<file path="src/logic/i2c_master_pkg.sv">
package i2c_master_pkg;

  // ************************************************************
  // Register map (word addresses, one 32-bit word each)
  // ************************************************************
  localparam logic [3:0] ctrl_addr = 4'h0;
  localparam logic [3:0] status_addr = 4'h1;
  localparam logic [3:0] baud_addr = 4'h2;
  localparam logic [3:0] txbuf_addr = 4'h3;
  localparam logic [3:0] rxbuf_addr = 4'h4;
  localparam logic [3:0] irq_mask_addr = 4'h5;

  // ************************************************************
  // Control register fields
  // ************************************************************
  localparam int start_bit = 0;
  localparam int restart_bit = 1;
  localparam int stop_bit = 2;
  localparam int receive_bit = 3;
  localparam int ack_bit = 4;
  localparam int ack_value_bit = 5;
  localparam int event_bits = 5;

  // ************************************************************
  // Status register fields
  // ************************************************************
  localparam int tx_full_bit = 0;
  localparam int rx_full_bit = 1;
  localparam int start_seen_bit = 3;
  localparam int stop_seen_bit = 4;
  localparam int write_coll_bit = 7;
  localparam int collision_bit = 10;
  localparam int tx_active_bit = 14;
  localparam int ack_status_bit = 15;
  localparam int event_irq_bit = 16;
  localparam int coll_irq_bit = 17;

  // ************************************************************
  // Widths and reset values
  // ************************************************************
  localparam int baud_width = 12;
  localparam logic [11:0] baud_reset = 12'h0FF;
  localparam logic [3:0] bits_per_byte = 4'h8;

  // Master event sequencer states.
  typedef enum logic [3:0] {
    st_idle, st_start, st_restart, st_stop, st_tx, st_rx, st_ack, st_ackbit
  } master_state_t;

endpackage

</file>
<file path="src/logic/i2c_baud_counter.sv">
`timescale 1ns/100ps
module i2c_baud_counter (
  // Clock and reset.
  input wire logic clk,
  input wire logic reset,
  // Control.
  input wire logic run,
  input wire logic scl_released,
  input wire logic scl_in,
  input wire logic [11:0] reload,
  // Timeout pulse.
  output logic tick
);

  typedef struct packed {
    logic [11:0] count;
    logic waiting;
  } baud_state_t;

  baud_state_t s_r;
  baud_state_t s_nxt;

  // Counting stalls while the clock line is released yet still low, so a slow
  // peer stretches our high time instead of shortening it.
  always_comb begin
    s_nxt = s_r;
    tick = 1'b0;
    if (!run) begin
      s_nxt.count = reload;
      s_nxt.waiting = 1'b0;
    end else if (scl_released && !scl_in) begin
      s_nxt.waiting = 1'b1;
    end else if (s_r.waiting) begin
      s_nxt.waiting = 1'b0;
      s_nxt.count = reload;
    end else if (s_r.count == 12'h000) begin
      tick = 1'b1;
      s_nxt.count = reload;
    end else begin
      s_nxt.count = s_r.count - 12'h001;
    end
  end

  // State register.
  always_ff @(posedge clk or posedge reset) begin
    if (reset) begin
      s_r <= '0;
    end else begin
      s_r <= s_nxt;
    end
  end

endmodule

</file>
<file path="src/logic/i2c_bus_arbiter.sv">
`timescale 1ns/100ps
module i2c_bus_arbiter (
  // Clock and reset.
  input wire logic clk,
  input wire logic reset,
  // Bus sense.
  input wire logic check,
  input wire logic sda_drive_low,
  input wire logic sda_in,
  input wire logic scl_in,
  // Results.
  output logic collision,
  output logic start_seen,
  output logic stop_seen
);

  typedef struct packed {
    logic sda_d;
    logic scl_d;
    logic start_seen;
    logic stop_seen;
  } arb_state_t;

  arb_state_t s_r;
  arb_state_t s_nxt;

  // A low on the data line while we let it float means another master won.
  assign collision = check && !sda_drive_low && !sda_in;
  assign start_seen = s_r.start_seen;
  assign stop_seen = s_r.stop_seen;

  // Start and stop detection for the idle-bus check software performs.
  always_comb begin
    s_nxt = s_r;
    s_nxt.sda_d = sda_in;
    s_nxt.scl_d = scl_in;
    if (scl_in && s_r.scl_d && s_r.sda_d && !sda_in) begin
      s_nxt.start_seen = 1'b1;
      s_nxt.stop_seen = 1'b0;
    end else if (scl_in && s_r.scl_d && !s_r.sda_d && sda_in) begin
      s_nxt.start_seen = 1'b0;
      s_nxt.stop_seen = 1'b1;
    end
  end

  // State register; lines idle high.
  always_ff @(posedge clk or posedge reset) begin
    if (reset) begin
      s_r <= 4'hC;
    end else begin
      s_r <= s_nxt;
    end
  end

endmodule

</file>
<file path="src/logic/i2c_master_seq.sv">
// The Avalon-MM slave port and the register offsets were chosen for this implementation.
`timescale 1ns/100ps
// What this block does
// - Five event requests in control bits 0-4.
// - Status bit 14 shows byte transmit active.
// - Baud counter holds while released clock held low.
// - Clock seen high reloads counter from bits 11:0.
// - Arbitration and synchronisation always on.
// - Released-high data sampled low means collision.
// - Collision sets status bit 10, interrupts.
// - Lost arbitration returns master to idle.
// - Check start, restart, bits, ack, stop.
// - Byte collision halts shift, clears full, releases.
// - Sequence collision aborts, clears request, releases.
// - Event bit writes ignored while event active.
// - Completion clears request, raises event interrupt.
module i2c_master_seq (
  // Clock and reset.
  input wire logic clk,
  input wire logic reset,
  // Avalon-MM slave.
  input wire logic [3:0] address,
  input wire logic read,
  input wire logic write,
  input wire logic [31:0] writedata,
  output logic [31:0] readdata,
  output logic waitrequest,
  // Bus lines, open drain.
  input wire logic scl_in,
  output logic scl_out,
  output logic scl_oe,
  input wire logic sda_in,
  output logic sda_out,
  output logic sda_oe,
  // Interrupt.
  output logic irq
);

  // ************************************************************
  // State
  // ************************************************************
  typedef struct packed {
    i2c_master_pkg::master_state_t st;
    logic [4:0] req;
    logic ack_value;
    logic [11:0] baud;
    logic [7:0] shreg;
    logic [7:0] rxbuf;
    logic [3:0] bitcnt;
    logic [1:0] phase;
    logic scl_low;
    logic sda_low;
    logic tx_full;
    logic rx_full;
    logic wcol;
    logic coll;
    logic ack_stat;
    logic ev_irq;
    logic [1:0] mask;
    logic ack;
    logic [31:0] rdata;
  } seq_state_t;

  seq_state_t s_r;
  seq_state_t s_nxt;
  logic tick;
  logic collide;
  logic start_seen;
  logic stop_seen;
  logic check;
  logic [31:0] status;

  // Read-back word for the status register.
  function automatic logic [31:0] status_word(input seq_state_t s, input logic sa,
                                               input logic so);
    logic [31:0] w;
    w = '0;
    w[i2c_master_pkg::tx_full_bit] = s.tx_full;
    w[i2c_master_pkg::rx_full_bit] = s.rx_full;
    w[i2c_master_pkg::start_seen_bit] = sa;
    w[i2c_master_pkg::stop_seen_bit] = so;
    w[i2c_master_pkg::write_coll_bit] = s.wcol;
    w[i2c_master_pkg::collision_bit] = s.coll;
    w[i2c_master_pkg::tx_active_bit] = (s.st == i2c_master_pkg::st_tx);
    w[i2c_master_pkg::ack_status_bit] = s.ack_stat;
    w[i2c_master_pkg::event_irq_bit] = s.ev_irq;
    w[i2c_master_pkg::coll_irq_bit] = s.coll;
    return w;
  endfunction

  // ************************************************************
  // Submodules
  // ************************************************************
  i2c_baud_counter baud_i (
    .clk(clk),
    .reset(reset),
    .run(s_r.st != i2c_master_pkg::st_idle),
    .scl_released(!s_r.scl_low),
    .scl_in(scl_in),
    .reload(s_r.baud),
    .tick(tick)
  );

  // Data is checked while a sequence owning the line lets it float and the clock is high.
  assign check = (s_r.st != i2c_master_pkg::st_idle) && (s_r.st != i2c_master_pkg::st_rx)
                 && (s_r.st != i2c_master_pkg::st_ackbit) && !s_r.sda_low && scl_in;

  i2c_bus_arbiter arb_i (
    .clk(clk),
    .reset(reset),
    .check(check),
    .sda_drive_low(s_r.sda_low),
    .sda_in(sda_in),
    .scl_in(scl_in),
    .collision(collide),
    .start_seen(start_seen),
    .stop_seen(stop_seen)
  );

  // ************************************************************
  // Outputs
  // ************************************************************
  assign status = status_word(s_r, start_seen, stop_seen);
  assign scl_out = 1'b0;
  assign scl_oe = s_r.scl_low;
  assign sda_out = 1'b0;
  assign sda_oe = s_r.sda_low;
  assign readdata = s_r.rdata;
  assign waitrequest = (read || write) && !s_r.ack;
  assign irq = |({s_r.coll, s_r.ev_irq} & s_r.mask);

  // Sequencer, bus slave and flags. Each bit, restart and stop walks four baud phases; a start takes three.
  always_comb begin
    logic done;
    logic wr;
    logic [31:0] wd;
    done = 1'b0;
    wr = write && s_r.ack; // A write lands only on the edge that answers it.
    wd = writedata;
    s_nxt = s_r;
    s_nxt.ack = (read || write) && !s_r.ack;
    if (tick) begin
      s_nxt.phase = s_r.phase + 2'h1;
      unique case (s_r.st)
        i2c_master_pkg::st_start: begin
          unique case (s_r.phase)
            2'h0: s_nxt.sda_low = 1'b1;
            2'h1: s_nxt.scl_low = 1'b1;
            default: done = 1'b1;
          endcase
        end
        i2c_master_pkg::st_restart: begin
          unique case (s_r.phase)
            2'h0: s_nxt.scl_low = 1'b1;
            2'h1: begin
              s_nxt.sda_low = 1'b0;
              s_nxt.scl_low = 1'b0;
            end
            2'h2: s_nxt.sda_low = 1'b1;
            default: begin
              s_nxt.scl_low = 1'b1;
              done = 1'b1;
            end
          endcase
        end
        i2c_master_pkg::st_stop: begin
          unique case (s_r.phase)
            2'h0: begin
              s_nxt.scl_low = 1'b1;
              s_nxt.sda_low = 1'b1;
            end
            2'h1: s_nxt.scl_low = 1'b0;
            2'h2: s_nxt.sda_low = 1'b0;
            default: done = 1'b1;
          endcase
        end
        default: begin
          // Bit engine shared by transmit, receive and acknowledge.
          unique case (s_r.phase)
            2'h0: begin
              s_nxt.scl_low = 1'b1;
              if (s_r.st == i2c_master_pkg::st_tx) begin
                s_nxt.sda_low = !s_r.shreg[7];
              end else if (s_r.st == i2c_master_pkg::st_ack) begin
                s_nxt.sda_low = !s_r.ack_value;
              end else begin
                s_nxt.sda_low = 1'b0;
              end
            end
            2'h1: s_nxt.scl_low = 1'b0;
            2'h2: begin
              if (s_r.st == i2c_master_pkg::st_ackbit) begin
                s_nxt.ack_stat = sda_in;
              end else begin
                s_nxt.shreg = {s_r.shreg[6:0], sda_in};
              end
            end
            default: begin
              s_nxt.scl_low = 1'b1;
              s_nxt.bitcnt = s_r.bitcnt + 4'h1;
              if (s_r.st == i2c_master_pkg::st_ack ||
                  s_r.st == i2c_master_pkg::st_ackbit) begin
                s_nxt.sda_low = 1'b0;
                done = 1'b1;
              end else if (s_r.bitcnt == i2c_master_pkg::bits_per_byte - 4'h1) begin
                if (s_r.st == i2c_master_pkg::st_tx) begin
                  s_nxt.tx_full = 1'b0;
                  s_nxt.sda_low = 1'b0;
                  s_nxt.st = i2c_master_pkg::st_ackbit;
                end else begin
                  s_nxt.rx_full = 1'b1;
                  s_nxt.rxbuf = s_r.shreg;
                  done = 1'b1;
                end
              end
            end
          endcase
        end
      endcase
    end
    // Completion drops the request and flags the event.
    if (done) begin
      s_nxt.st = i2c_master_pkg::st_idle;
      s_nxt.req = '0;
      s_nxt.ev_irq = 1'b1;
      s_nxt.sda_low = (s_r.st == i2c_master_pkg::st_start) ||
                      (s_r.st == i2c_master_pkg::st_restart);
      s_nxt.phase = '0;
    end
    // Collision: abort whatever runs and let go of both lines.
    if (collide) begin
      s_nxt.st = i2c_master_pkg::st_idle;
      s_nxt.req = '0;
      s_nxt.tx_full = 1'b0;
      s_nxt.scl_low = 1'b0;
      s_nxt.sda_low = 1'b0;
      s_nxt.phase = '0;
      s_nxt.coll = 1'b1;
    end
    // Register writes; hardware sets beat software clears.
    if (wr) begin
      unique case (address)
        i2c_master_pkg::ctrl_addr: begin
          s_nxt.ack_value = wd[i2c_master_pkg::ack_value_bit];
          if (s_r.st == i2c_master_pkg::st_idle && !collide &&
              |wd[i2c_master_pkg::event_bits-1:0]) begin
            s_nxt.req = wd[i2c_master_pkg::event_bits-1:0];
            s_nxt.phase = '0;
            s_nxt.bitcnt = '0;
            if (wd[i2c_master_pkg::start_bit]) begin
              s_nxt.st = i2c_master_pkg::st_start;
            end else if (wd[i2c_master_pkg::restart_bit]) begin
              s_nxt.st = i2c_master_pkg::st_restart;
            end else if (wd[i2c_master_pkg::stop_bit]) begin
              s_nxt.st = i2c_master_pkg::st_stop;
            end else if (wd[i2c_master_pkg::receive_bit]) begin
              s_nxt.st = i2c_master_pkg::st_rx;
            end else begin
              s_nxt.st = i2c_master_pkg::st_ack;
            end
          end
        end
        i2c_master_pkg::status_addr: begin
          if (wd[i2c_master_pkg::write_coll_bit]) s_nxt.wcol = 1'b0;
          if (wd[i2c_master_pkg::event_irq_bit] && !done) s_nxt.ev_irq = 1'b0;
          if ((wd[i2c_master_pkg::collision_bit] || wd[i2c_master_pkg::coll_irq_bit])
              && !collide) s_nxt.coll = 1'b0;
        end
        i2c_master_pkg::baud_addr: s_nxt.baud = wd[i2c_master_pkg::baud_width-1:0];
        i2c_master_pkg::txbuf_addr: begin
          if (s_r.st == i2c_master_pkg::st_idle && !collide) begin
            s_nxt.shreg = wd[7:0];
            s_nxt.tx_full = 1'b1;
            s_nxt.st = i2c_master_pkg::st_tx;
            s_nxt.phase = '0;
            s_nxt.bitcnt = '0;
          end else begin
            s_nxt.wcol = 1'b1;
          end
        end
        i2c_master_pkg::irq_mask_addr: s_nxt.mask = wd[1:0];
        default: ;
      endcase
    end
    // Read data is latched in the request's first cycle, while waitrequest is still high.
    if (read && !s_r.ack) begin
      unique case (address)
        i2c_master_pkg::ctrl_addr: s_nxt.rdata = {26'h0, s_r.ack_value, s_r.req};
        i2c_master_pkg::status_addr: s_nxt.rdata = status;
        i2c_master_pkg::baud_addr: s_nxt.rdata = {20'h0, s_r.baud};
        i2c_master_pkg::rxbuf_addr: begin
          s_nxt.rdata = {24'h0, s_r.rxbuf};
          // A byte landing in the same cycle keeps its flag set.
          if (!(done && s_r.st == i2c_master_pkg::st_rx)) s_nxt.rx_full = 1'b0;
        end
        i2c_master_pkg::irq_mask_addr: s_nxt.rdata = {30'h0, s_r.mask};
        default: s_nxt.rdata = '0;
      endcase
    end
  end

  // State register.
  always_ff @(posedge clk or posedge reset) begin
    if (reset) begin
      s_r <= '{st: i2c_master_pkg::st_idle, baud: i2c_master_pkg::baud_reset,
               default: '0};
    end else begin
      s_r <= s_nxt;
    end
  end

endmodule
</file>
<file path="config.mk">
export PLATFORM = sky130hd
export DESIGN_NAME = i2c_master_seq
export DESIGN_NICKNAME = d
export VERILOG_FILES = /design/src/logic/i2c_master_pkg.sv /design/src/logic/i2c_baud_counter.sv /design/src/logic/i2c_bus_arbiter.sv /design/src/logic/i2c_master_seq.sv
export SDC_FILE = /design/constraint.sdc
export NUM_CORES = 1
export LEC_CHECK = 0
export ABC_AREA = 1
export BUFFER_PORTS_ARGS = -buffer_cell sky130_fd_sc_hd__buf_2
export CORE_MARGIN = 2
export CORE_UTILIZATION = 50
export DETAILED_ROUTE_END_ITERATION = 12
export GPL_ROUTABILITY_DRIVEN = 0
export HOLD_SLACK_MARGIN = 0.03
export PLACE_DENSITY = 0.72
export SLEW_MARGIN = 20
export SYNTH_ARGS = -nofsm -noshare
export SYNTH_HDL_FRONTEND = slang
export SYNTH_SLANG_ARGS = --single-unit
</file>
<file path="constraint.sdc">
create_clock -name clk -period 6.25 [get_ports clk]
set_clock_uncertainty 0.2 [all_clocks]
set_input_delay 1.25 -clock clk [delete_from_list [all_inputs] [get_ports clk]]
set_output_delay 1.25 -clock clk [all_outputs]
set_load 0.02 [all_outputs]
</file>
# Word-level counts from Yosys, hierarchy flattened

Index checks and enable logic that the tools add are counted.

Bits in registers: 104
Input port bits: 42
Output and inout bits: 38
Word-level logic and storage cells: 209

Add/subtract/negate cells: 3
Eq/ne operators: 26
Mux-type cells: 90
Bitwise operators: 5
Reduce and logical (&&, ||, !) cells: 60

Operators by type and width:

| operator                | number |
|---|---|
| $pmux W18 S5            | 1 |
| $mux W12                | 5 |
| $mux W8                 | 7 |
| $mux W4                 | 10 |
| $mux W1                 | 34 |
| $mux W30                | 1 |
| $eq A4 B3 Y1 const B    | 7 |
| $mux W9                 | 3 |
| $mux W26                | 1 |
| $mux W6                 | 4 |
| $logic_and A1 B1 Y1     | 20 |
| $mux W20                | 1 |
| $mux W2                 | 9 |
| $eq A4 B2 Y1 const B    | 4 |
| $pmux W1 S2             | 7 |
| $reduce_bool A7 Y1      | 2 |
| $mux W13                | 1 |
| $logic_not A12 Y1       | 1 |
| $ne A4 B3 Y1 const B    | 3 |
| $pmux W6 S2             | 1 |
| $sub A12 B1 Y12 const B | 1 |
| $logic_not A1 Y1        | 10 |
| $ne A5 B3 Y1 const B    | 2 |
| $eq A4 B1 Y1 const B    | 2 |
| 28 further kinds        | 47 |

# Logic depth before layout (Yosys ltp)

Word-level depth: 13
Depth in mapped cells: 12
Gate-level depth less buffers: 12

# Hierarchy

From an unflattened synthesis, not the netlist that was laid out.

Cell total of the unflattened synthesis: 665
Area, all modules: 5167.5 um^2

Modules (own cells, without submodules):

| module           | times used | cells each | area each (um^2) |
|---|---|---|---|
| i2c_master_seq   | 1          | 486        | 3993.8 |
| i2c_baud_counter | 1          | 161        | 1014.7 |
| i2c_bus_arbiter  | 1          | 18         | 158.9 |

# Least setup slack after synthesis

OpenSTA, ideal clock, no wires.

Path type: input-to-output
From: input write
To: output waitrequest
Arrival: 1.580 ns
Path slack: 3.220 ns
Cell stages on the path: 2
Buffers on the path: 0
Cell sequence: nor2_1 > nor2_1

Word-level cells in the longest chain between the ends: 2

RTL lines:

| what                | line                  | text |
|---|---|---|
| from (decl)         | i2c_master_seq.sv:24  | `input wire logic write,` |
| $logic_or A1 B1 Y1  | i2c_master_seq.sv:129 | `assign waitrequest = (read \|\| write) && !s_r.ack;` |
| $logic_and A1 B1 Y1 | i2c_master_seq.sv:129 |  |
| to (decl)           | i2c_master_seq.sv:27  | `output logic waitrequest,` |

No other way between the ends.

# Worst setup path after layout

Ends and elaborated chain as after synthesis.

==> metrics.md <==
| Metric | Value |
|---|---|
| Slew Limit Headroom | `between 40 and 50%` |
| MaxCap Viol Count | `0` |
| Clk sinks | `~90` |
| Synth Area in Compound Gates | `between 10% and 20%` |
| Final Max Tran Viols | `0` |
| Simple-gate area share of the yosys netlist | `between 20% and 30%` |
| Die area | `around 11,000 sq um` |
| Routed len/inst | `approximately 15 um` |
| Post-CTS Setup Bufs | `0` |
| Syn Area/Cell | `between 7 and 8 sq um` |
| Synth Register Bits | `88` |
| Setup-failing EPs final | `0` |
| Reg clk slew, reported paths | `100 ps` |
| Required @ worst endpoint | `roughly 4800 ps` |
| Xor/xnor cell area share of the yosys netlist | `less than 1%` |
| CP Class | `input pin to primary output` |
| Fin Setup TNS | `0 ps` |
| Detailed Routing Iterations Pass 1 | `5` |
| DRT Wirelength | `approximately 12 mm` |
| CP max FO | `2` |
| Worst slack, placed | `3130 ps` |
| Final Util | `a little over half` |
| Max Buffers Root-to-Sink | `2` |
| Fin nets | `~700` |
| Global-route wire length before repair | `between 15 and 20 mm` |
| CTS H-tree lvls | `3` |
| FF-to-FF setup slack | `3820 ps` |
| Initial Util | `50.9%` |
| Status | `complete, no violations` |
| Root Driver | `clkbuf_8` |
| Worst hold slack | `roughly 280 ps` |
| Post-route ant nets | `0` |
| Number of fillers in the final layout | `about 950` |
| Yosys warnings | `0` |
| Arr. time, crit path | `1660 ps` |
| GRT Util Overall | `between 20% and 30%` |
| Worst r2r path cells | `8` |
| Minimum clock period | `just over 3000 ps` |
| Remaining Overflow, GRT | `0` |
| CP Capture Point | `waitrequest` |
| Final setup margin | `between 3000 and 4000 ps` |
| DRT iter0 DRCs | `216` |
| Static leakage | `2.65 nW` |
| Area delta synth->final | `6.93%` |
| Startpoint Class | `input pin` |
| CTS tree | `built` |
| # rows | `36` |
| Share of async-settable or async-resettable flops after synthesis | `between 90% and 100%` |
| FF-to-FF Start | `s_r[86]` |
| # DRC | `0` |
| Worst r2r dst | `s_r[57]` |
| Syn Inst Count | `around 630` |
| Peak VDD IR | `approximately 130 uV` |
| Via Count | `between 4,000 and 5,000` |
| Post-cts sizing count | `0` |
| Largest family of logic cells by synthesized area | `simple AND/OR/NAND/NOR gates` |
| Drt via density | `~5.3` |
| Clk_lat worst skew | `~370 ps` |
| Mapped Area | `around 4900 sq um` |
| Fin crit share | `roughly half` |
| CTS buffer count | `9` |
| # diodes | `0` |
| Post-layout instance area | `5250 sq um` |
| Mux share of post-synthesis cell area | `0%` |
| IO Pins | `80` |
| Tightest Pin Transition | `slightly below 900 ps` |
| Pwr Density | `approximately 350 nW/um^2` |
| Initial antenna violation count | `0` |
| HPWL after DPL | `between 8 and 9 mm` |
| Ys flop type | `dfrtp_1` |
| Sequential area share after synthesis | `between 40% and 50%` |
| Number of synthesized flops with an enable pin | `0` |
| Layout cells sized above 1 | `between 10% and 20%` |
| Unrepaired setup endpoints after global routing | `no` |
| Die X-Extent | `around 100 um` |
| Largest net degree at the start of global routing | `71` |
| CTS Hold Bufs | `0` |
| Area after DPL | `between 5000 and 6000 sq um` |
| Adder-cell area share of the yosys netlist | `around 1.8%` |
| Post-synth cell types | `43` |
| Min-Delay Path Class | `flop to flop` |
| Final Hold Vio Count | `0` |
| Capturing element type of the critical path | `primary output` |
| I/O Buffers | `43` |
| Vias in the first global route | `between 3,000 and 4,000` |
| Max Freq | `between 300 and 400 MHz` |
| Die height | `103 um` |
| Crit path from | `write` |
| CORE AREA | `between 9000 and 10,000 sq um` |
cell families (layout without fill, tap and decap cells):
logic type               Yosys count  count (layout)
AND/OR/NAND/NOR                  265             265
AO/OA/AOI/OAI                    135             135
buffers and inverters            125             138
flip-flops                        88              88
adder cells (fa/ha/maj)            7               7
XOR/XNOR                           4               4
other                              1              18
per-layer routing:
metal | up-vias | routed length (um) | GRT usage [%] | part of all wire [%]
met5 | - | 0 | 0 | 0
met3 | 25 | 709 | 5.08 | 6.1
met4 | 0 | 301 | 8.00 | 2.6
met1 | 1956 | 5290 | 32.4 | 45
li1 | 2042 | - | - | -
met2 | 149 | 5400 | 36.8 | 46
placed cells by master, fill, tap and decap left out, types with 5 or more instances in the layout:
cell type,n
a21oi_1,27
nand2_1,149
clkbuf_8,9
dfrtp_1,78
ha_1,7
nand3_1,29
nor2_1,53
nor2_2,5
nand4_1,7
conb_1,18
o21ai_0,65
inv_2,6
o21ai_2,7
o21ai_1,14
dfstp_2,10
inv_1,69
nor2_4,5
buf_2,43
worst min-delay path by stage:
stage	to	startpoint	slack, ps	cells after the start
after floorplan	s_r[50]	s_r[50]	240	2
after global placement	s_r[32]	s_r[32]	250	1
after detailed placement	s_r[32]	s_r[32]	270	1
after CTS	s_r[32]	s_r[32]	280	1
after global routing	s_r[32]	s_r[32]	320	1
final	s_r[32]	s_r[32]	280	1
cell usage after synthesis, types with 2 or more instances:
master       n  area share, %
buf_2        4           0.41
xor2_1       3           0.54
nand2_1    149             11
o21ai_0     65            6.6
nor2_2       5           0.64
clkbuf_1     5           0.38
nor2_4       5            1.1
nor2_1      53            4.1
inv_2        6           0.46
nand4_1      7           0.89
o22ai_1      4           0.51
o211ai_1     4           0.61
o21ai_1     14            1.4
buf_4       35            5.4
nor3_1       4           0.41
a21oi_1     27            2.8
o2111ai_1    3           0.54
nand3_2      2           0.41
inv_1       70            5.4
dfstp_2     10            5.4
nand3_1     29            3.0
nand2_2      3           0.38
buf_6        3           0.69
o21ai_2      7            1.2
nand2_4      2           0.46
ha_1         7            1.8
nor3_2       2           0.41
dfrtp_1     78             40
o31ai_1      2           0.31
nand3b_1     3           0.46
a31oi_1      2           0.25
power breakdown:
group	switching [mW]	internal, mW	total [mW]
clock network	0.218	0.228	0.446
registers	0.0906	0.699	0.789
logic	0.410	0.190	0.600
total	0.719	1.12	1.84
state kept, by name (all words and copies together) (netlist names):
name / count
s_r: 53
readdata: 16
arb_i.s_r: 2
arb_i.start_seen: 1
sda_oe: 1
scl_oe: 1
arb_i.stop_seen: 1
baud_i.s_r: 13
metrics by stage:
step / power (mW) / std cells
finish: 1.84 / 788
global route: 1.98 / 788
CTS: 1.84 / 788
detailed placement: 1.39 / 772
global placement: 1.37 / 772
floorplan: 1.27 / 642
layout make-up:
class / count / area, sq um / area share, %
tap: 133 / 166 / 3.17
timing repair buffer: 44 / 223 / 4.24
multi-input combinational: 429 / 2130 / 40.6
clock buffer: 10 / 128 / 2.43
inverter: 78 / 297 / 5.65
clock inverter: 6 / 93.8 / 1.79
sequential: 88 / 2210 / 42.2
worst max-delay path, cell delays in order:
cell and delay [ps]:
buf_2 100, nor2_1 100, nor2_1 50, buf_2 150
(Power assumes the default switching activity.)
